### config.mk
export PLATFORM = sky130hd
export DESIGN_NAME = dao_output_ctrl
export DESIGN_NICKNAME = d
export VERILOG_FILES = /design/src/dao_pkg.sv /design/src/dao_delay_line.sv /design/src/dao_output_ctrl.sv
export VERILOG_INCLUDE_DIRS = /design/src
export SDC_FILE = /design/constraint.sdc
export NUM_CORES = 1
export LEC_CHECK = 0
export BUFFER_PORTS_ARGS = -buffer_cell sky130_fd_sc_hd__buf_2
export CORE_UTILIZATION = 54
export DETAILED_ROUTE_END_ITERATION = 16
export GPL_TIMING_DRIVEN = 0
export PLACE_DENSITY = 0.82
export SLEW_MARGIN = 15
export SYNTH_ARGS = -nofsm -noshare
export SYNTH_HDL_FRONTEND = slang
export SYNTH_SLANG_ARGS = --single-unit
export TNS_END_PERCENT = 50
### constraint.sdc
create_clock -name CLK -period 1.8 [get_ports CLK]
set_input_delay 0.27 -clock CLK [delete_from_list [all_inputs] [get_ports CLK]]
set_output_delay 0.27 -clock CLK [all_outputs]
set_load 0.03 [all_outputs]
### src/dao_params.svh
`ifndef DAO_PARAMS_SVH
`define DAO_PARAMS_SVH

// ----------------------------------------
// Register offsets (byte addresses)
// ----------------------------------------
`define DAO_CONFIG_OFS 8'h00
`define DAO_STATUS_OFS 8'h04
`define DAO_DATA_A_OFS 8'h08
`define DAO_DATA_B_OFS 8'h0c

// ----------------------------------------
// Field positions and reset values
// ----------------------------------------
`define DAO_CFG_LEVEL_LSB 0
`define DAO_CFG_LEVEL_MSB 1
`define DAO_CFG_RESET 2'h0
`define DAO_ST_MODE_A_LSB 0
`define DAO_ST_MODE_B_LSB 2
`define DAO_ST_TWOS_BIT 4
`define DAO_ST_DCS_BIT 5
`define DAO_ST_SWAP_BIT 6
`define DAO_DATA_OVR_BIT 14

// ----------------------------------------
// Converter figures
// ----------------------------------------
`define DAO_CODE_WIDTH 14
`define DAO_LATENCY 5

`endif

### src/dao_pkg.sv
`include "dao_params.svh"

package dao_pkg;

    typedef enum logic [1:0] {
        DAO_NORMAL = 2'b00,
        DAO_OUT_OFF = 2'b01,
        DAO_NAP = 2'b10,
        DAO_SLEEP = 2'b11
    } dao_chan_mode_e;

    typedef enum logic [1:0] {
        DAO_LVL_GND = 2'b00,
        DAO_LVL_THIRD = 2'b01,
        DAO_LVL_TWO_THIRDS = 2'b10,
        DAO_LVL_SUPPLY = 2'b11
    } dao_level_e;

    typedef struct packed {
        logic ovr;
        logic [`DAO_CODE_WIDTH-1:0] code;
    } dao_word_s;

endpackage

### src/dao_delay_line.sv
`timescale 1ns/1ps
`default_nettype none

module dao_delay_line #(
    parameter int WIDTH = 15,
    parameter int DEPTH = 4
)(
    input wire logic clk,
    input wire logic rst,
    input wire logic adv,
    input wire logic [WIDTH-1:0] wr_data,
    output logic [WIDTH-1:0] rd_data
);
    logic [WIDTH-1:0] stage_reg [DEPTH-1];
    logic [WIDTH-1:0] stage_next [DEPTH-1];
    logic [WIDTH-1:0] rd_next;

    // ----------------------------------------
    // Shift one place per advance
    // ----------------------------------------
    always_comb
    begin
        stage_next = stage_reg;
        rd_next = rd_data;
        if (adv)
        begin
            stage_next[0] = wr_data;
            for (int i = 1; i < DEPTH - 1; i++)
            begin
                stage_next[i] = stage_reg[i-1];
            end
            rd_next = stage_reg[DEPTH-2];
        end
    end

    always_ff @(posedge clk)
    begin
        if (rst)
        begin
            for (int i = 0; i < DEPTH - 1; i++)
            begin
                stage_reg[i] <= '0;
            end
            rd_data <= '0;
        end
        else
        begin
            stage_reg <= stage_next;
            rd_data <= rd_next;
        end
    end

endmodule

`default_nettype wire

### src/dao_output_ctrl.sv
// Functional notes
// Each channel samples on its clock rise
// Swap high: A to first bus
// Swap low: A to second bus
// Interleave needs swap and clocks tied
// Words are 14 bits, bit 13 MSB
// Overrange flag marks out-of-range conversions
// Power-down low, enable low: drive outputs
// Enable high: convert, outputs off
// Power-down high, enable low: nap, off
// Both high: sleep, outputs off
// Channels obey their own pin pair
// One level setting serves both channels
// Low levels offset binary, high two's complement
// Middle levels enable duty stabilizer
// Output word five clock edges later
// Words update once per channel clock rise
`timescale 1ns/1ps
`default_nettype none

module dao_output_ctrl
    import dao_pkg::*;
(
    input wire logic CLK,
    input wire logic RESET,
    input wire logic HSEL,
    input wire logic [31:0] HADDR,
    input wire logic [1:0] HTRANS,
    input wire logic HWRITE,
    input wire logic [2:0] HSIZE,
    input wire logic [31:0] HWDATA,
    input wire logic HREADY,
    output logic [31:0] HRDATA,
    output logic HREADYOUT,
    output logic HRESP,
    input wire logic CHAN_A_SAMPLE_CLOCK,
    input wire logic CHAN_B_SAMPLE_CLOCK,
    input wire dao_pkg::dao_word_s CHAN_A_SAMPLE_IN,
    input wire dao_pkg::dao_word_s CHAN_B_SAMPLE_IN,
    input wire logic CHAN_A_POWER_DOWN,
    input wire logic CHAN_B_POWER_DOWN,
    input wire logic CHAN_A_OUTPUT_ENABLE_N,
    input wire logic CHAN_B_OUTPUT_ENABLE_N,
    input wire logic BUS_SWAP,
    output dao_pkg::dao_word_s FIRST_BUS_WORD,
    output logic FIRST_BUS_OE,
    output dao_pkg::dao_word_s SECOND_BUS_WORD,
    output logic SECOND_BUS_OE,
    output logic DUTY_STABILIZER_ON
);
    import dao_pkg::*;

    localparam int WORD_W = $bits(dao_word_s);

    function automatic dao_chan_mode_e decode_mode(input logic pd, input logic oe_n);
        return dao_chan_mode_e'({pd, oe_n});
    endfunction

    function automatic dao_word_s apply_format(input dao_word_s w, input logic twos);
        dao_word_s f;
        f = w;
        f.code[`DAO_CODE_WIDTH-1] = w.code[`DAO_CODE_WIDTH-1] ^ twos;
        return f;
    endfunction

    // ----------------------------------------
    // Sample clock edges and channel modes
    // ----------------------------------------
    logic a_clk_prev_reg, a_clk_prev_next;
    logic b_clk_prev_reg, b_clk_prev_next;
    logic a_adv, b_adv;
    dao_chan_mode_e a_mode, b_mode;

    always_comb
    begin
        a_clk_prev_next = CHAN_A_SAMPLE_CLOCK;
        b_clk_prev_next = CHAN_B_SAMPLE_CLOCK;
        a_mode = decode_mode(CHAN_A_POWER_DOWN, CHAN_A_OUTPUT_ENABLE_N);
        b_mode = decode_mode(CHAN_B_POWER_DOWN, CHAN_B_OUTPUT_ENABLE_N);
        // Nap and sleep stop conversion
        a_adv = CHAN_A_SAMPLE_CLOCK && !a_clk_prev_reg && !CHAN_A_POWER_DOWN;
        b_adv = CHAN_B_SAMPLE_CLOCK && !b_clk_prev_reg && !CHAN_B_POWER_DOWN;
    end

    always_ff @(posedge CLK)
    begin
        if (RESET)
        begin
            a_clk_prev_reg <= 1'b0;
            b_clk_prev_reg <= 1'b0;
        end
        else
        begin
            a_clk_prev_reg <= a_clk_prev_next;
            b_clk_prev_reg <= b_clk_prev_next;
        end
    end

    // ----------------------------------------
    // Conversion pipelines
    // ----------------------------------------
    dao_word_s a_rd, b_rd;

    // Five delay stages plus the word register: word lands at the fifth rise after
    dao_delay_line #(.WIDTH(WORD_W), .DEPTH(`DAO_LATENCY)) u_pipe_a (
        .clk(CLK),
        .rst(RESET),
        .adv(a_adv),
        .wr_data(CHAN_A_SAMPLE_IN),
        .rd_data(a_rd)
    );

    dao_delay_line #(.WIDTH(WORD_W), .DEPTH(`DAO_LATENCY)) u_pipe_b (
        .clk(CLK),
        .rst(RESET),
        .adv(b_adv),
        .wr_data(CHAN_B_SAMPLE_IN),
        .rd_data(b_rd)
    );

    // ----------------------------------------
    // Result words and bus mapping
    // ----------------------------------------
    logic [1:0] level_reg, level_next;
    logic twos, dcs;
    dao_word_s word_a_reg, word_a_next, word_b_reg, word_b_next;
    dao_word_s first_next, second_next;
    logic first_oe_next, second_oe_next, dcs_next;
    logic a_drive, b_drive;

    always_comb
    begin
        twos = level_reg[1];
        dcs = level_reg[1] ^ level_reg[0];
        dcs_next = dcs;
        a_drive = (a_mode == DAO_NORMAL);
        b_drive = (b_mode == DAO_NORMAL);
        word_a_next = word_a_reg;
        word_b_next = word_b_reg;
        if (a_adv)
        begin
            word_a_next = apply_format(a_rd, twos);
        end
        if (b_adv)
        begin
            word_b_next = apply_format(b_rd, twos);
        end
        // Tying swap to both clocks interleaves on one bus
        if (BUS_SWAP)
        begin
            first_next = word_a_reg;
            second_next = word_b_reg;
            first_oe_next = a_drive;
            second_oe_next = b_drive;
        end
        else
        begin
            first_next = word_b_reg;
            second_next = word_a_reg;
            first_oe_next = b_drive;
            second_oe_next = a_drive;
        end
    end

    always_ff @(posedge CLK)
    begin
        if (RESET)
        begin
            word_a_reg <= '0;
            word_b_reg <= '0;
            FIRST_BUS_WORD <= '0;
            SECOND_BUS_WORD <= '0;
            FIRST_BUS_OE <= 1'b0;
            SECOND_BUS_OE <= 1'b0;
            DUTY_STABILIZER_ON <= 1'b0;
        end
        else
        begin
            word_a_reg <= word_a_next;
            word_b_reg <= word_b_next;
            FIRST_BUS_WORD <= first_next;
            SECOND_BUS_WORD <= second_next;
            FIRST_BUS_OE <= first_oe_next;
            SECOND_BUS_OE <= second_oe_next;
            DUTY_STABILIZER_ON <= dcs_next;
        end
    end

    // ----------------------------------------
    // AHB-Lite register slave
    // ----------------------------------------
    logic wr_pend_reg, wr_pend_next;
    logic [7:0] wr_addr_reg, wr_addr_next;
    logic [31:0] rdata_next;
    logic addr_ok;

    always_comb
    begin
        addr_ok = HSEL && HTRANS[1] && HREADY;
        wr_pend_next = addr_ok && HWRITE && (HSIZE == 3'h2);
        wr_addr_next = HADDR[7:0];
        level_next = level_reg;
        if (wr_pend_reg && wr_addr_reg == `DAO_CONFIG_OFS)
        begin
            level_next = HWDATA[`DAO_CFG_LEVEL_MSB:`DAO_CFG_LEVEL_LSB];
        end
        rdata_next = 32'h0;
        if (addr_ok && !HWRITE && HADDR[31:8] == 24'h0)
        begin
            case (HADDR[7:0])
                `DAO_CONFIG_OFS: rdata_next[`DAO_CFG_LEVEL_MSB:`DAO_CFG_LEVEL_LSB] = level_reg;
                `DAO_STATUS_OFS:
                begin
                    rdata_next[`DAO_ST_MODE_A_LSB+:2] = a_mode;
                    rdata_next[`DAO_ST_MODE_B_LSB+:2] = b_mode;
                    rdata_next[`DAO_ST_TWOS_BIT] = twos;
                    rdata_next[`DAO_ST_DCS_BIT] = dcs;
                    rdata_next[`DAO_ST_SWAP_BIT] = BUS_SWAP;
                end
                `DAO_DATA_A_OFS: rdata_next[`DAO_DATA_OVR_BIT:0] = word_a_reg;
                `DAO_DATA_B_OFS: rdata_next[`DAO_DATA_OVR_BIT:0] = word_b_reg;
                default: rdata_next = 32'h0;
            endcase
        end
    end

    always_ff @(posedge CLK)
    begin
        if (RESET)
        begin
            wr_pend_reg <= 1'b0;
            wr_addr_reg <= 8'h00;
            level_reg <= `DAO_CFG_RESET;
            HRDATA <= 32'h0;
        end
        else
        begin
            wr_pend_reg <= wr_pend_next;
            wr_addr_reg <= wr_addr_next;
            level_reg <= level_next;
            HRDATA <= rdata_next;
        end
    end

    assign HREADYOUT = 1'b1;
    assign HRESP = 1'b0;

    // ----------------------------------------
    // Checks
    // ----------------------------------------
    swap_high_map_a: assert property (@(posedge CLK) disable iff (RESET)
        $past(BUS_SWAP) && !$past(RESET) |-> FIRST_BUS_WORD == $past(word_a_reg)
            && SECOND_BUS_WORD == $past(word_b_reg))
        else $error("swap high did not route A to first bus");

    swap_low_map_a: assert property (@(posedge CLK) disable iff (RESET)
        !$past(BUS_SWAP) && !$past(RESET) |-> SECOND_BUS_WORD == $past(word_a_reg)
            && FIRST_BUS_WORD == $past(word_b_reg))
        else $error("swap low did not route A to second bus");

    normal_drive_a: assert property (@(posedge CLK) disable iff (RESET)
        $past(BUS_SWAP && !CHAN_A_POWER_DOWN && !CHAN_A_OUTPUT_ENABLE_N) && !$past(RESET)
            |-> FIRST_BUS_OE)
        else $error("normal channel A not driving");

    hiz_when_off_a: assert property (@(posedge CLK) disable iff (RESET)
        $past(BUS_SWAP && (CHAN_A_POWER_DOWN || CHAN_A_OUTPUT_ENABLE_N)) |-> !FIRST_BUS_OE)
        else $error("channel A driving while disabled");

    nap_freeze_b: assert property (@(posedge CLK) disable iff (RESET)
        CHAN_B_POWER_DOWN |=> $stable(word_b_reg))
        else $error("channel B converting while powered down");

    nap_freeze_a: assert property (@(posedge CLK) disable iff (RESET)
        CHAN_A_POWER_DOWN |=> $stable(word_a_reg))
        else $error("channel A converting while powered down");

    hiz_when_off_b: assert property (@(posedge CLK) disable iff (RESET)
        $past(BUS_SWAP && (CHAN_B_POWER_DOWN || CHAN_B_OUTPUT_ENABLE_N)) |-> !SECOND_BUS_OE)
        else $error("channel B driving while disabled");

    edge_only_a: assert property (@(posedge CLK) disable iff (RESET)
        !(CHAN_A_SAMPLE_CLOCK && !$past(CHAN_A_SAMPLE_CLOCK)) |=> $stable(word_a_reg))
        else $error("channel A word changed without clock rise");

    format_select_a: assert property (@(posedge CLK) disable iff (RESET)
        a_adv |=> word_a_reg.code[`DAO_CODE_WIDTH-2:0] == $past(a_rd.code[`DAO_CODE_WIDTH-2:0])
            && word_a_reg.code[`DAO_CODE_WIDTH-1]
               == ($past(a_rd.code[`DAO_CODE_WIDTH-1]) ^ $past(level_reg[1]))
            && word_a_reg.ovr == $past(a_rd.ovr))
        else $error("channel A format or flag wrong");

    format_select_b: assert property (@(posedge CLK) disable iff (RESET)
        b_adv |=> word_b_reg.code[`DAO_CODE_WIDTH-2:0] == $past(b_rd.code[`DAO_CODE_WIDTH-2:0])
            && word_b_reg.code[`DAO_CODE_WIDTH-1]
               == ($past(b_rd.code[`DAO_CODE_WIDTH-1]) ^ $past(level_reg[1]))
            && word_b_reg.ovr == $past(b_rd.ovr))
        else $error("channel B format or flag wrong");

    stabilizer_sel_a: assert property (@(posedge CLK) disable iff (RESET)
        !$past(RESET) |-> DUTY_STABILIZER_ON
            == ($past(level_reg) == 2'h1 || $past(level_reg) == 2'h2))
        else $error("stabilizer setting wrong");

    indep_chan_b: assert property (@(posedge CLK) disable iff (RESET)
        !$past(BUS_SWAP) && !$past(RESET) && $past(CHAN_A_POWER_DOWN)
            && !$past(CHAN_B_POWER_DOWN) && !$past(CHAN_B_OUTPUT_ENABLE_N) |-> FIRST_BUS_OE)
        else $error("channel B affected by channel A pins");

endmodule

`default_nettype wire

==> impl_metrics.py, run 1 <==
metrics = {
    "floorplan": {
        "dieHeight_um": 128,
        "num_rows": 45,
        "core_sq_um": 15400,
        "die_w_um": 128,
        "start_util_pct": 55.8,
        "die_area_sq_um": 16400,
        "num_io_pins": 178,
    },
    "clocking": {
        "clk_pin_slew_ps": 60,
        "cts_max_level": 1,
        "postCtsSetupRepairBufs": 0,
        "cts_buffer_depth": 3,
        "cts_num_sinks": 241,
        "cts_root_buf": "clkbuf_16",
        "cts_buffers": 24,
        "tritoncts": "built",
        "clock_latency_ps": 510,
    },
    "logic_synthesis": {
        "yosysWarnings": 0,
        "ys_types": 33,
        "synth.largest_area_cell": "dfxtp_1",
        "ys_seq_area_share_pct": 56.3,
        "synth_cells": 1022,
        "synth_area_sq_um": 8570,
        "synth_area_leaders": "dfxtp_1 (56%), nand2_1 (16%), a21oi_1 (11%)",
        "syn_area_per_cell_sq_um": 8.39,
        "ys_ff_latch": 241,
        "yosysTopAreaCellShare_pct": 56.3,
    },
    "sta": {
        "worst_pin_slew_ps": 851,
        "tns_ps": 0,
        "finalHoldViolCount": 0,
        "worst_clock_skew_ps": 12.0,
        "report.final.slew_viol_count": 0,
        "fin_crit_ps": 1700,
        "setup_viol": 0,
        "fmax_ghz": 0.587,
        "finalCritPeriodShare_pct": 94.7,
        "rsz0062_at_grt": "yes",
        "slew_headroom_pct": 42.8,
    },
    "finish": {
        "drive_above_1_share_pct": 16.7,
        "multi_input_area_sq_um": 3380,
        "nets": 1325,
        "fin_area_sq_um": 10600,
        "regArea_sq_um": 4820,
        "syn_to_final_growth_pct": 24.0,
        "antennaDiodeCount": 0,
        "layout.cells.non_filler": 1442,
        "nFillCells": 1265,
        "utilization_pct": 69.1,
    },
    "worst_setup_path": {
        "cp-end-kind": "flip-flop",
        "critical_path_class": "reg2reg",
        "cpMaxStageDelayCell": "or3b_2",
        "crit_buf_inv": 3,
        "critPathMaxStageDelay_ps": 420,
        "arrival_ps": 2070,
        "crit_chain": "or3b_2, buf_2, buf_1, buf_2, nand2_1, a21oi_1",
        "path_max_fanout": 10,
        "crit_required_ps": 2170,
        "cpLargestDelayFamily": "buffers and inverters",
        "start_kind": "flip-flop",
        "path_common_cell": "buf_2",
    },
    "routing": {
        "post_drt_wl_per_cell_um": 13.2,
        "wl_um": 19100,
        "vias_per_cell": 4.98,
        "drt_pass1_iterations": 4,
        "route.vias.total": 7181,
        "drc": 0,
        "ant_nets": 0,
        "drt-initial-drc-count": 375,
    },
    "global_route": {
        "met3_usage_pct": 3.71,
        "antenna_found_initial": 1,
        "grt_pass1_vias": 6698,
        "grt_busiest_layer": "met2",
        "grt_pass1_wl_um": 31000,
        "grt_util_met1_pct": 29.0,
        "grt-ovfl-total": 0,
        "globalRouteMet2Util_pct": 41.0,
        "track_usage_pct": 23.3,
        "grt_max_degree": 16,
    },
    "power": {
        "powerDensity_nw_per_um2": 1060,
        "peakVddDrop_mv": 0.802,
        "total_power_mw": 11.2,
        "p_leak_nw": 4.07,
    },
    "placed_design": {
        "dp.cells": 1374,
        "routabilityCongestion": 0.878,
        "place_area_sq_um": 9520,
        "dp_hpwl_um": 13500,
        "port-buffer-count": 124,
    },
    "status": {
        "status": "completed",
    },
    "job": {
        "drv_cap": 0,
    },
    "hold_path": {
        "hp-class": "in2reg",
    },
}
-- tightest hold or removal path, cell delays in order --
cell	delay, ps
buf_2	100
nand2_1	50
a21oi_1	50
-- layout make-up --
cell class              instances  area share, %
flip-flops and latches        241           45.4
multi-input cells             705           31.8
repair buffers                150           8.29
clock buffers                  30           6.54
plain buffers                  91           3.99
well taps                     211           2.48
clock inverters                13           1.44
inverters                       1         0.0353
-- placed cells by master, fill, tap and decap left out, types with 2 or more instances in the layout --
| cell | Yosys | routed |
|---|---|---|
| mux4_2 | 2 | 2 |
| buf_2 | 5 | 130 |
| dfxtp_1 | 241 | 241 |
| mux2i_1 | 33 | 33 |
| or3b_2 | 2 | 2 |
| nor2b_1 | 11 | 11 |
| bufinv_16 | 0 | 3 |
| nor2_1 | 50 | 50 |
| dlygate4sd3_1 | 0 | 26 |
| conb_1 | 2 | 19 |
| xnor2_1 | 2 | 2 |
| a21oi_1 | 180 | 180 |
| nor3b_1 | 4 | 4 |
| clkbuf_1 | 62 | 61 |
| nor4_1 | 7 | 7 |
| a22oi_1 | 12 | 12 |
| clkbuf_16 | 0 | 25 |
| a211oi_1 | 2 | 2 |
| mux2_2 | 4 | 4 |
| nor3_1 | 8 | 8 |
| clkbuf_8 | 0 | 5 |
| nand4b_1 | 2 | 2 |
| clkinv_2 | 0 | 7 |
| nand2_1 | 357 | 357 |
| buf_4 | 19 | 19 |
| buf_1 | 5 | 4 |
-- what timing repair did --
| action | in CTS | in global routing |
|---|---|---|
| endpoints found under the hold margin | 26 | 0 |
| setup endpoints to repair | 0 | 22 |
| resized for setup | 0 | 3 |
| hold buffers | 26 | 0 |
-- metal layers --
metal | share of wire, % | vias up
met5 | 0.068 | -
met4 | 2.9 | 2
met3 | 5.2 | 46
met2 | 47 | 226
met1 | 44 | 3213
li1 | - | 3694
-- cells by family (layout without fill, tap and decap cells) --
group	after synthesis	in the layout	synth area share, %
and+or+nand+nor	448	448	21.4
DFF	241	241	56.3
AOI/OAI and AO/OA	196	196	12.0
buffers and inverters	93	285	5.02
other	2	19	0.0876
muxes	39	39	4.91
xor gates and xnor gates	3	3	0.307
-- per-stage QoR --
step	hold WS (ps)	setup slack, ps
floorplan	398	226
global placement	437	-259
detailed placement	441	-286
CTS	0.0419	9.83
global route	6.14	-29.9
finish	10.3	95.4
-- cells in the mapped netlist, drive strengths merged --
library cell  number
a31oi              1
and4               1
or3b               2
or4                1
a211oi             2
xor2               1
nor3               8
inv                1
nor3b              4
nor2              50
clkbuf            63
nor4               8
dfxtp            241
nand4bb            1
nand4              1
xnor2              2
nor2b             11
buf               29
nand2            357
mux2               4
nand4b             2
mux2i             33
mux4               2
a21oi            180
a22oi             12
nor4b              1
conb               2
or3                1
o21bai             1
-- path summary, 6_finish.rpt --
kind | to | depth (start not counted) | slack (ps) | startpoint
setup / recovery | word_a_reg[7] | 6 | 100 | a_clk_prev_reg
hold / removal | u_pipe_b.stage_reg[52] | 3 | 10 | CHAN_B_SAMPLE_IN[7]
setup reg to reg | word_a_reg[7] | 6 | 100 | a_clk_prev_reg
hold reg to reg | u_pipe_b.stage_reg[34] | 2 | 440 | u_pipe_b.stage_reg[49]
-- power breakdown --
| part | internal, mW | switching (mW) | total [mW] |
|---|---|---|---|
| Clock | 3.17 | 2.00 | 5.17 |
| Sequential | 5.39 | 0.0276 | 5.42 |
| Combinational | 0.230 | 0.395 | 0.625 |
No activity file was read; power rests on OpenSTA's default activity.
==> run 2, diff against run 1 <==
Settings changed: CAP_MARGIN set to 30.
Clock period 1.8 ns to 1.9 ns, I/O delays scaled along.
==> impl_metrics.py, run 2 (synthesis gave the netlist of run 1 again) <==
metrics = {
    "status": {
        "status": "completed",
    },
    "worst_setup_path": {
        "crit_chain": "or3b_2, buf_2, clkbuf_1, clkbuf_2, nand2_1, a21oi_1",
        "crit_required_ps": 2260,
        "critical_path_class": "reg2reg",
        "cp-end-kind": "flip-flop",
        "start_kind": "flip-flop",
        "cpMaxStageDelayCell": "or3b_2",
        "path_max_fanout": 10,
        "arrival_ps": 2100,
        "critPathMaxStageDelay_ps": 420,
    },
    "sta": {
        "slew_headroom_pct": 43.1,
        "setup_viol": 0,
        "worst_clock_skew_ps": 11.2,
        "worst_pin_slew_ps": 846,
        "rsz0062_at_grt": "no",
        "finalHoldViolCount": 0,
        "tns_ps": 0,
        "whs_ps": 12.2,
        "fmax_ghz": 0.577,
        "fin_crit_ps": 1730,
        "report.final.slew_viol_count": 0,
        "finalCritPeriodShare_pct": 91.3,
    },
    "routing": {
        "route.vias.total": 7110,
        "drc": 0,
        "ant_nets": 0,
        "post_drt_wl_per_cell_um": 13.2,
        "drt_pass1_iterations": 5,
        "drt-initial-drc-count": 370,
        "wl_um": 18800,
        "vias_per_cell": 4.99,
    },
    "finish": {
        "nFillCells": 1291,
        "drive_above_1_share_pct": 17.0,
        "syn_to_final_growth_pct": 21.8,
        "final_cell_mix": "nand2_1 (357), dfxtp_1 (241), a21oi_1 (180), buf_2 (129), clkbuf_1 (62)",
        "final_common_cell": "nand2_1",
        "nets": 1307,
        "antennaDiodeCount": 0,
    },
    "floorplan": {
        "num_io_pins": 178,
        "start_util_pct": 55.8,
        "dieHeight_um": 128,
        "num_rows": 45,
        "core_sq_um": 15400,
        "die_w_um": 128,
        "die_area_sq_um": 16400,
    },
    "power": {
        "p_leak_nw": 3.99,
        "peakVddDrop_mv": 0.753,
        "pwr-share-comb_pct": 5.3,
        "p_int_mw": 8.30,
        "p_seq_share_pct": 48.5,
        "powerDensity_nw_per_um2": 1010,
        "swShare_pct": 21.6,
        "switching_power_mw": 2.28,
        "pwr-share-clk_pct": 46.2,
    },
    "global_route": {
        "antenna_found_initial": 1,
        "grt_pass1_wl_um": 30600,
        "grt_pass1_vias": 6576,
        "grt-ovfl-total": 0,
        "grt_max_degree": 16,
        "track_usage_pct": 23.0,
    },
    "placed_design": {
        "port-buffer-count": 124,
        "routabilityCongestion": 0.878,
        "dp_hpwl_um": 13500,
    },
    "clocking": {
        "clk_pin_slew_ps": 60,
        "cts_buffer_depth": 3,
        "tritoncts": "built",
        "cts_max_level": 1,
        "cts_buffers": 24,
        "cts_num_sinks": 241,
        "cts_root_buf": "clkbuf_16",
        "clock_latency_ps": 510,
        "postCtsSetupRepairBufs": 0,
    },
    "job": {
        "drv_cap": 0,
    },
    "hold_path": {
        "hp-class": "in2reg",
    },
}
run 2: power by group through the flow:
stage / logic (mW) / clock network (mW) / registers, mW
2_1_floorplan: 0.361 / 0 / 5.25
3_3_place_gp: 0.538 / 0 / 5.24
3_5_place_dp: 0.544 / 0 / 5.25
4_1_cts: 0.557 / 4.99 / 5.13
5_1_grt: 0.618 / 5.21 / 5.14
6_report: 0.561 / 4.89 / 5.13
run 2: routing by layer:
metal / vias to the layer above / routed length [um] / global-route usage (%) / part of all wire [%]
li1: 3656 / - / - / -
met5: - / 13 / 0 / 0.069
met3: 42 / 1060 / 3.76 / 5.6
met2: 231 / 8860 / 40.1 / 47
met4: 2 / 528 / 8.37 / 2.8
met1: 3179 / 8370 / 28.6 / 44
run 2: stage by stage:
stage	cells	total power [mW]	setup slack, ps	utilization (%)	area, sq um
5_1_grt	1424	11.0	35.4	67.9	10400
2_1_floorplan	1039	5.61	311	-	8630
6_report	1424	10.6	166	67.9	10400
3_5_place_dp	1374	5.79	-201	61.9	9520
3_3_place_gp	1374	5.78	-174	61.9	9520
4_1_cts	1422	10.7	110	67.8	10400
run 2: critical path: cells and delay by family, from the launching register on:
kind            cells  cell delay [ps]
simple gates        2              540
buf+inv             3              660
compound gates      1               80
flops               1              310
run 2: worst paths after layout:
kind / from / end / slack [ps] / cells after the start
max: a_clk_prev_reg / word_a_reg[7] / 170 / 6
min: CHAN_B_SAMPLE_IN[11] / u_pipe_b.stage_reg[56] / 10 / 3
max reg2reg: a_clk_prev_reg / word_a_reg[7] / 170 / 6
min reg2reg: u_pipe_b.stage_reg[49] / u_pipe_b.stage_reg[34] / 450 / 2
run 2: cell type report:
class	instances	area [sq um]	area share [%]
repair buffers	131	691	6.62
plain buffers	92	428	4.10
multi-input cells	705	3380	32.4
well taps	211	264	2.53
clock buffers	30	694	6.65
clock inverters	13	153	1.46
flip-flops and latches	241	4820	46.2
inverters	1	3.75	0.0360
run 2: repair_timing:
item | 4_1_cts | 5_1_grt
hold buffers | 5 | 2
hold endpoints to repair | 5 | 2
endpoints found under the setup margin | 0 | 1
gates resized for setup | 0 | 1
